`config.mk`:
```
export PLATFORM = sky130hd
export DESIGN_NAME = sld_loop_diagnostic_state_status
export DESIGN_NICKNAME = d
export VERILOG_FILES = /design/src/logic/sld_pkg.sv /design/src/logic/sld_fld_if.sv /design/src/logic/sld_status_store.sv /design/src/logic/sld_loop_diagnostic_state_status.sv
export VERILOG_INCLUDE_DIRS = /design/src /design/src/logic
export SDC_FILE = /design/constraint.sdc
export NUM_CORES = 1
export LEC_CHECK = 0
export ABC_AREA = 1
export BUFFER_PORTS_ARGS = -buffer_cell sky130_fd_sc_hd__buf_2
export CAP_MARGIN = 30
export CORE_MARGIN = 1
export CORE_UTILIZATION = 46
export CTS_BUF_LIST = sky130_fd_sc_hd__clkbuf_8
export DETAILED_ROUTE_END_ITERATION = 16
export PLACE_DENSITY = 0.82
export REMOVE_ABC_BUFFERS = 1
export SLEW_MARGIN = 10
export SYNTH_ARGS = -nofsm -noshare
export SYNTH_HDL_FRONTEND = slang
export SYNTH_SLANG_ARGS = --single-unit
```
`constraint.sdc`:
```
create_clock -name clk -period 1.1 [get_ports clk]
set_input_delay 0.055 -clock clk [delete_from_list [all_inputs] [get_ports clk]]
set_output_delay 0.055 -clock clk [all_outputs]
set_load 0.01 [all_outputs]
```
`src/logic/sld_regs.svh`:
```
// Constants for the squib loop diagnostic result status register.
// Assumes inclusion by bare name from package and design files.
`ifndef SLD_REGS_SVH
`define SLD_REGS_SVH

// ----------------------------------------
// Address and widths
// ----------------------------------------
`define SLD_ADDR_W 7
`define SLD_ADDR_STATUS 7'h37
`define SLD_WORD_W 20
`define SLD_STORE_W 24
`define SLD_NIB_W 4
`define SLD_WORD_RESET 20'h0_0000
`define SLD_STORE_RESET 24'h00_0000

// ----------------------------------------
// Field positions
// ----------------------------------------
`define SLD_BIT_DEPTH 19
`define SLD_BIT_RUNNING 18
`define SLD_BIT_PRIOR 16
`define SLD_BIT_FET 15
`define SLD_BIT_OVER 13
`define SLD_BIT_UNDER 12
`define SLD_RES_CH_LSB 8
`define SLD_BIT_L2L 7
`define SLD_BIT_GND 6
`define SLD_BIT_BAT 5
`define SLD_LEAK_CH_LSB 0
`define SLD_CODE_LSB 20

// ----------------------------------------
// Upper diagnostic test codes
// ----------------------------------------
`define SLD_CODE_NONE 4'h0
`define SLD_CODE_CMV 4'h1
`define SLD_CODE_LEAK 4'h2
`define SLD_CODE_L2L 4'h3
`define SLD_CODE_RANGE 4'h5
`define SLD_CODE_RMEAS 4'h6
`define SLD_CODE_FET 4'h7
`define SLD_CH_LAST 4'h3

`endif

```
`src/logic/sld_pkg.sv`:
```
// Types shared by the loop diagnostic status block.
// Assumes sld_regs.svh is on the include path.
`include "sld_regs.svh"

package sld_pkg;

  typedef logic [`SLD_NIB_W-1:0] sld_nib_t;
  typedef logic [`SLD_ADDR_W-1:0] sld_addr_t;
  typedef logic [`SLD_WORD_W-1:0] sld_word_t;
  typedef logic [`SLD_STORE_W-1:0] sld_store_t;

  typedef enum logic [`SLD_NIB_W-1:0] {
    SLD_DIAGNOSTIC_STATE_NONE = `SLD_CODE_NONE,
    SLD_DIAGNOSTIC_STATE_CMV = `SLD_CODE_CMV,
    SLD_DIAGNOSTIC_STATE_LEAK = `SLD_CODE_LEAK,
    SLD_DIAGNOSTIC_STATE_L2L = `SLD_CODE_L2L,
    SLD_DIAGNOSTIC_STATE_RANGE = `SLD_CODE_RANGE,
    SLD_DIAGNOSTIC_STATE_RMEAS = `SLD_CODE_RMEAS,
    SLD_DIAGNOSTIC_STATE_FET = `SLD_CODE_FET
  } sld_diagnostic_state_code_t;

  typedef struct packed {
    sld_word_t rd_data;
    logic rd_valid;
    logic rd_hit;
    logic running;
  } sld_rd_state_t;

endpackage : sld_pkg

```
`src/logic/sld_fld_if.sv`:
```
// Update lanes between the status control and its field store.
// Assumes both ends run on the same clock.
interface sld_fld_if #(parameter int W = 24);
  logic clr;
  logic [W-1:0] ld_a;
  logic [W-1:0] d_a;
  logic [W-1:0] ld_b;
  logic [W-1:0] d_b;
  logic [W-1:0] q;

  modport store (input clr, input ld_a, input d_a, input ld_b, input d_b, output q);
  modport ctrl (output clr, output ld_a, output d_a, output ld_b, output d_b, input q);
endinterface : sld_fld_if

```
`src/logic/sld_status_store.sv`:
```
// Per-bit field store with two load layers and a clear.
// Assumes load masks come from logic on the same clock.
module sld_status_store #(parameter int W = 24)
(
  // Clock and reset
  input wire logic clk,
  input wire logic srst,
  // Update lanes
  sld_fld_if.store fld
);

  typedef struct packed {
    logic [W-1:0] q;
  } sld_store_state_t;

  sld_store_state_t s_reg;
  sld_store_state_t s_next;

  // ----------------------------------------
  // Next state
  // ----------------------------------------
  // Field events beat the loop machine, and both beat the clear,
  // so an event landing with a safing reset is never lost.
  always_comb
  begin
    s_next = s_reg;
    for (int i = 0; i < W; i++)
    begin
      if (fld.ld_b[i])
      begin
        s_next.q[i] = fld.d_b[i];
      end
      else if (fld.ld_a[i])
      begin
        s_next.q[i] = fld.d_a[i];
      end
      else if (fld.clr)
      begin
        s_next.q[i] = 1'h0;
      end
    end
  end

  always_ff @(posedge clk)
  begin
    if (srst)
    begin
      s_reg <= '0;
    end
    else
    begin
      s_reg <= s_next;
    end
  end

  assign fld.q = s_reg.q;

endmodule : sld_status_store

```
`src/logic/sld_loop_diagnostic_state_status.sv`:
```
// Loop diagnostic result status register and its read port.
// Assumes an SPI frame decoder on the same clock delivers decoded frames.
`include "sld_regs.svh"

module sld_loop_diagnostic_state_status
(
  // Clock and reset
  input wire logic clk,
  input wire logic srst,
  // Decoded SPI frame
  input wire logic frame_valid,
  input wire sld_pkg::sld_addr_t frame_addr,
  input wire logic frame_write,
  input wire sld_pkg::sld_word_t frame_data,
  // Request register write
  input wire logic req_write,
  input wire logic req_depth,
  // Safing machine
  input wire logic safing_machine_reset,
  // Loop diagnostic machine
  input wire logic test_running_flag,
  input wire logic lds_update,
  input wire logic lds_prior_fault,
  input wire logic lds_switch_on,
  input wire logic lds_over,
  input wire logic lds_under,
  input wire sld_pkg::sld_nib_t lds_res_ch,
  input wire sld_pkg::sld_nib_t lds_code,
  input wire logic lds_l2l,
  input wire logic lds_gnd,
  input wire logic lds_bat,
  input wire sld_pkg::sld_nib_t lds_leak_ch,
  // Field events
  input wire logic diagnostic_state,
  input wire logic switch_on_evt,
  input wire logic rtest_done,
  input wire logic rtest_over,
  input wire logic rtest_under,
  input wire logic res_ch_update,
  input wire sld_pkg::sld_nib_t res_ch,
  input wire logic leak_done,
  input wire logic leak_gnd,
  input wire logic leak_bat,
  input wire sld_pkg::sld_nib_t leak_ch,
  // Read answer
  output sld_pkg::sld_word_t rd_data_reg,
  output logic rd_valid_reg,
  output logic rd_hit_reg
);
  import sld_pkg::*;

  sld_fld_if #(.W(`SLD_STORE_W)) fld ();
  sld_rd_state_t s_reg;
  sld_rd_state_t s_next;
  sld_store_t mask_a;
  sld_store_t dat_a;
  sld_store_t mask_b;
  sld_store_t dat_b;
  sld_word_t word;
  logic hit;
  logic any_evt;

  sld_status_store #(.W(`SLD_STORE_W)) u_store
  (
    .clk(clk),
    .srst(srst),
    .fld(fld)
  );

  // ----------------------------------------
  // Field update lanes
  // ----------------------------------------
  always_comb
  begin
    mask_a = '0;
    dat_a = '0;
    mask_b = '0;
    dat_b = '0;
    mask_a[`SLD_BIT_DEPTH] = req_write;
    dat_a[`SLD_BIT_DEPTH] = req_depth;
    if (lds_update)
    begin
      mask_a[`SLD_BIT_PRIOR] = 1'h1;
      dat_a[`SLD_BIT_PRIOR] = lds_prior_fault;
      mask_a[`SLD_BIT_FET] = 1'h1;
      dat_a[`SLD_BIT_FET] = lds_switch_on;
      mask_a[`SLD_BIT_OVER] = 1'h1;
      dat_a[`SLD_BIT_OVER] = lds_over;
      mask_a[`SLD_BIT_UNDER] = 1'h1;
      dat_a[`SLD_BIT_UNDER] = lds_under;
      mask_a[`SLD_RES_CH_LSB +: `SLD_NIB_W] = '1;
      dat_a[`SLD_RES_CH_LSB +: `SLD_NIB_W] = lds_res_ch;
      mask_a[`SLD_CODE_LSB +: `SLD_NIB_W] = '1;
      dat_a[`SLD_CODE_LSB +: `SLD_NIB_W] = lds_code;
      mask_a[`SLD_BIT_L2L] = 1'h1;
      dat_a[`SLD_BIT_L2L] = lds_l2l;
      mask_a[`SLD_BIT_GND] = 1'h1;
      dat_a[`SLD_BIT_GND] = lds_gnd;
      mask_a[`SLD_BIT_BAT] = 1'h1;
      dat_a[`SLD_BIT_BAT] = lds_bat;
      mask_a[`SLD_LEAK_CH_LSB +: `SLD_NIB_W] = '1;
      dat_a[`SLD_LEAK_CH_LSB +: `SLD_NIB_W] = lds_leak_ch;
    end
    mask_b[`SLD_BIT_FET] = switch_on_evt & diagnostic_state;
    dat_b[`SLD_BIT_FET] = 1'h1;
    mask_b[`SLD_BIT_OVER] = rtest_done;
    dat_b[`SLD_BIT_OVER] = rtest_over;
    mask_b[`SLD_BIT_UNDER] = rtest_done;
    dat_b[`SLD_BIT_UNDER] = rtest_under;
    mask_b[`SLD_RES_CH_LSB +: `SLD_NIB_W] = {`SLD_NIB_W{res_ch_update}};
    dat_b[`SLD_RES_CH_LSB +: `SLD_NIB_W] = res_ch;
    mask_b[`SLD_BIT_GND] = leak_done;
    dat_b[`SLD_BIT_GND] = leak_gnd;
    mask_b[`SLD_BIT_BAT] = leak_done;
    dat_b[`SLD_BIT_BAT] = leak_bat;
    mask_b[`SLD_LEAK_CH_LSB +: `SLD_NIB_W] = {`SLD_NIB_W{leak_done}};
    dat_b[`SLD_LEAK_CH_LSB +: `SLD_NIB_W] = leak_ch;
  end

  assign fld.clr = safing_machine_reset;
  assign fld.ld_a = mask_a;
  assign fld.d_a = dat_a;
  assign fld.ld_b = mask_b;
  assign fld.d_b = dat_b;
  assign any_evt = (|mask_a) | (|mask_b);

  // ----------------------------------------
  // Read word and answer
  // ----------------------------------------
  // Channel and code share bits 11:8; depth picks which one shows.
  always_comb
  begin
    word = fld.q[`SLD_WORD_W-1:0];
    word[`SLD_BIT_RUNNING] = s_reg.running;
    if (fld.q[`SLD_BIT_DEPTH])
    begin
      word[`SLD_RES_CH_LSB +: `SLD_NIB_W] = fld.q[`SLD_CODE_LSB +: `SLD_NIB_W];
    end
  end

  assign hit = frame_valid && (frame_addr == `SLD_ADDR_STATUS);

  // Write frames read back too; their data bits never reach the store.
  always_comb
  begin
    s_next = s_reg;
    s_next.running = test_running_flag;
    s_next.rd_valid = frame_valid;
    s_next.rd_hit = hit;
    s_next.rd_data = hit ? word : `SLD_WORD_RESET;
  end

  always_ff @(posedge clk)
  begin
    if (srst)
    begin
      s_reg <= '0;
    end
    else
    begin
      s_reg <= s_next;
    end
  end

  assign rd_data_reg = s_reg.rd_data;
  assign rd_valid_reg = s_reg.rd_valid;
  assign rd_hit_reg = s_reg.rd_hit;
endmodule : sld_loop_diagnostic_state_status

```
## Yosys cells after proc, flatten, opt, wreduce, memory -nomap -nowiden

Index checks and enable logic that the tools add are counted.
W data, S select, Z words.

- Eq/ne operators: 1
- Mux-type cells: 42
- Bitwise gates (word level): 2
- Reduce and logical (&&, ||, !) cells: 22

Operators with widths:

| kind | count |
|---|---|
| $reduce_bool A3 Y1 | 13 |
| $mux W1 | 34 |
| $mux W9 | 2 |
| $mux W4 | 4 |
| $reduce_bool A2 Y1 | 7 |
| $eq A7 B6 Y1 const B | 1 |
| $mux W2 | 2 |
| $reduce_or A2 Y1 | 1 |
| $and A1 B1 Y1 | 1 |
| $logic_and A1 B1 Y1 | 1 |
| $not A1 Y1 | 1 |

- Register bits after elaboration: 40
- Input port bits: 72
- Output and inout port bits: 22
- Logic and storage cells: 91

## Logic depth before layout (Yosys ltp)

- Word-level depth: 4
- Gate-level depth with buffers: 6
- Mapped depth without buffers: 5

## Modules after synthesis

From an unflattened synthesis, not the netlist that was laid out.

- Cell total of the unflattened synthesis: 319
- Area total of the unflattened synthesis: 2456.1 um^2

By module, submodules not included:

| module | times used | cells each | area an instance (um^2) | seq. area each (um^2) |
|---|---|---|---|---|
| sld_status_store | 1 | 174 | 1373.8 | 480.5 |
| sld_loop_diagnostic_state_status | 1 | 145 | 1082.3 | 460.4 |

## Least setup slack after synthesis

No wires, ideal clock.

- Path type: register to register
- From: reg u_store.s_reg (netlist bit u_store.fld.q[19])
- To: reg s_reg (netlist bit rd_data_reg[10])
- Setup time: 0.117 ns
- Arrival: 0.668 ns
- Data required time: 0.983 ns
- Setup slack: 0.315 ns
- Stages on the path, launching flop included: 4
- Path buffers: 0
- Period minus slack after synthesis: 0.785 ns
- Cells stage by stage: dfxtp_1 > inv_1 > a21boi_0 > nor2_1

- Cells in the longest elaborated chain, start to end: 1

Ends and longest elaborated chain:

| item | line | RTL |
|---|---|---|
| start, declared | sld_status_store.sv:16 | `sld_store_state_t s_reg;` |
| start signal, assigned | sld_status_store.sv:52 | `s_reg <= s_next;` |
| $mux W4 | sld_loop_diagnostic_state_status.sv:135 | `` if (fld.q[`SLD_BIT_DEPTH]) `` |
| end signal, assigned | sld_loop_diagnostic_state_status.sv:161 | `s_reg <= s_next;` |
| end, declared | sld_loop_diagnostic_state_status.sv:53 | `sld_rd_state_t s_reg;` |

Every way passes these cells.
A chain may end at the register's enable or synchronous reset.

## Final worst setup path

- From: reg u_store.s_reg (netlist bit u_store.fld.q[19])
- To: reg s_reg (netlist bit rd_data_reg[8])

Same word-level chain as after synthesis.

==> qor.log <==
qor: synth.yosysUniqueCellTypes 17
qor: placed_design.detailedPlacementHpwl 2330 um
qor: routing.drtAntennaViolNets 0
qor: synth.synth_largest_type_area_fraction 0.465
qor: synth.netlist_area 1720 um^2
qor: global_routing.grt_first_pass_wirelength 5560 um
qor: worst_setup_path.critPathSlowestCell dfxtp_1
qor: layout.number_of_fill_cells 374
qor: cts.clkTransAtPathRegs 0.07 ns
qor: layout.number_of_flip_flops_in_the_largest_register 20
qor: die.coreArea 3470 um^2
qor: layout.layout.nets 362
qor: sta.finClkSkew 0.00155 ns
qor: cts.cts-root-to-sink-buffers 2
qor: global_routing.grt_start_max_net_pins 22
qor: cts.clock_insertion_delay_worst_skew 0.29 ns
qor: layout.layout-area-overhead-vs-synth 19.5%
qor: synth.postSynth.topFlopCell dfxtp_1
qor: routing.number_of_search_and_repair_iterations_in_the_first_detailed_routing_pass 4
qor: layout.layout.cell_area.non_filler 2060 um^2
qor: placed_design.postPlaceCellArea 1940 um^2
qor: sta.setup_violations_final 0
qor: synth.ys_top_cells_by_area dfxtp_1, nor2_1, nand2_1
qor: synth.post_synth_inst_count 234
qor: power.report.power.total 2.78 mW
qor: global_routing.grt_overflow_total 0
qor: die.top_level_ports 94
qor: cts.cts.sink_count 40
qor: power.p_per_area 1350 nW/um^2
qor: die.rows 21
qor: cts.cts.repair_timing.setup_buffer_count 0
qor: placed_design.place_congestion 0.753
qor: global_routing.antenna_found_initial 0
qor: worst_setup_path.worst_path_required 1.27 ns
qor: die.area_of_the_die 3990 um^2
qor: routing.route.detailed.vias_per_inst 4.43
qor: synth.yosysSeqAreaShare 0.465
qor: synth.postSynthAreaPerCell 7.35 um^2
qor: routing.1st_iter_drt_viols 68
qor: sta.setup_tns 0 ns
qor: worst_setup_path.worstSetupStartpointType register
qor: synth.synth_cell_count_leaders nor2_1, nand2_1, dfxtp_1, inv_1, buf_4
qor: power.static-leakage-power 1.09 nW
qor: layout.drive_gt1_frac 0.299
qor: worst_setup_path.critical-path-max-stage-delay 0.43 ns
qor: worst_setup_path.critPathKind register to register
qor: sta.grt_setup_unrepaired false
qor: synth.synth-async-reset-ratio 0
qor: sta.report.final.hold_viol_count 0
qor: power.ir_drop 0.000539 V
qor: sta.final.min_clock_period 0.943 ns
qor: worst_setup_path.timing.critical_path.fanout_max 6
qor: die.die_w 63.2 um
qor: synth.yosys.cell_count.top_type nor2_1
qor: routing.detailroute.via_count 1493
qor: routing.final_routed_drc_violation_total 0
qor: placed_design.io_buffers 69
qor: layout.n_antenna_cell 0
qor: cts.clock_tree_from_tritoncts built
qor: worst_setup_path.crit_chain inv_1, a21boi_0, nor2_1
qor: cts.cts-root-buf clkbuf_8
qor: synth.synth-edff-count 0
qor: cts.cts.repair.resized 0
qor: die.initial_core_util 0.496
qor: synth.ys.warnings.count 0
qor: global_routing.groute.usage.overall 0.182
qor: routing.wl_per_cell 9.23 um
qor: sta.achievable-frequency 1060 MHz
qor: die.chipHeight 63.2 um
qor: cts.cts-hold-fix-buffers 2
qor: worst_setup_path.endpoint_kind register
qor: sta.slew_violations 0
qor: status.run_status completed
qor: hold_path.class_of_the_tightest_hold_or_removal_check input port to register
qor: synth.synth_area_leader_cell dfxtp_1
qor: flow_run.maxCapViolations 0
qor: cts.clock_tree.htree_level_count 2
qor: worst_setup_path.timing.critical_path.arrival 1.11 ns
qor: global_routing.number_of_global_route_vias_before_repair 1370
qor: sta.final.period_utilization 0.857
qor: synth.synth_seq_cells 40
qor: cts.cts-buffers-inserted 5
qor: routing.totalWireLength 3110 um
-- stage by stage --
| step | setup WS, ns | instances | hold WS, ns | util |
|---|---|---|---|---|
| 4_1_cts | 0.156 | 337 | 0.0114 | 0.593 |
| 3_3_place_gp | 0.182 | 327 | 0.257 | 0.560 |
| 2_1_floorplan | 0.309 | 208 | 0.124 | - |
| 3_5_place_dp | 0.133 | 327 | 0.264 | 0.560 |
| 6_report | 0.157 | 337 | 0.0145 | 0.593 |
| 5_1_grt | 0.0552 | 337 | 0.0267 | 0.593 |
-- placed cells by master (no fill, tap or decap) --
cell	count
buf_2	69
nor2_1	46
nand2_1	45
dfxtp_1	40
inv_1	32
a21oi_1	20
nand3_1	12
clkbuf_8	6
a21boi_0	4
buf_4	4
nand2_2	3
conb_1	3
clkinv_2	2
dlygate4sd3_1	2
nor2_2	1
nand3_2	1
nor2_4	1
-- cells by family (layout without fill, tap and decap cells) --
logic type      count (synthesis)  after routing  synth area share
compound gates                 24             24            0.0756
flops                          40             40             0.465
simple gates                  109            109             0.260
buf+inv                        60            115             0.196
other cells                     1              3           0.00218
-- worst max-delay path: cells and delay by family (launching register included) --
kind / cells / cell delay [ns]
flip-flops: 1 / 0.43
buffers and inverters: 1 / 0.12
AO/OA/AOI/OAI: 1 / 0.19
AND/OR/NAND/NOR: 1 / 0.07
-- cell type report --
cell class | count | area, um^2 | share of cell area
well taps | 46 | 57.6 | 0.0280
clock buffers | 6 | 82.6 | 0.0402
repair buffers | 75 | 395 | 0.192
clock inverters | 2 | 10.0 | 0.00487
multi-input cells | 136 | 589 | 0.287
inverters | 32 | 120 | 0.0584
flip-flops and latches | 40 | 801 | 0.390
-- where the power goes --
part | switching (mW) | total, mW | internal, mW
clock network | 0.483 | 0.983 | 0.500
registers | 0.0221 | 1.52 | 1.49
logic | 0.149 | 0.284 | 0.135
-- metal layers --
layer  GRT usage  routed length [um]  vias to the layer above
li1            -                   -                      788
met1       0.185                1280                      648
met2       0.336                1590                       50
met3      0.0471                 178                        7
met4      0.0959                  58                        0
met5           0                   0                        -
-- final timing paths --
check                                 start                             end  slack (ns)  cells past startpoint
max          u_store.fld.q[19]$_SDFFE_PP0P_       rd_data_reg[8]$_SDFF_PP0_        0.16                      3
min                             lds_code[2]  u_store.fld.q[22]$_SDFFE_PP0P_        0.01                      3
max reg2reg  u_store.fld.q[19]$_SDFFE_PP0P_       rd_data_reg[8]$_SDFF_PP0_        0.16                      3
min reg2reg             s_reg[0]$_SDFF_PP0_      rd_data_reg[18]$_SDFF_PP0_        0.42                      2
No activity file was read; power rests on OpenSTA's default activity.
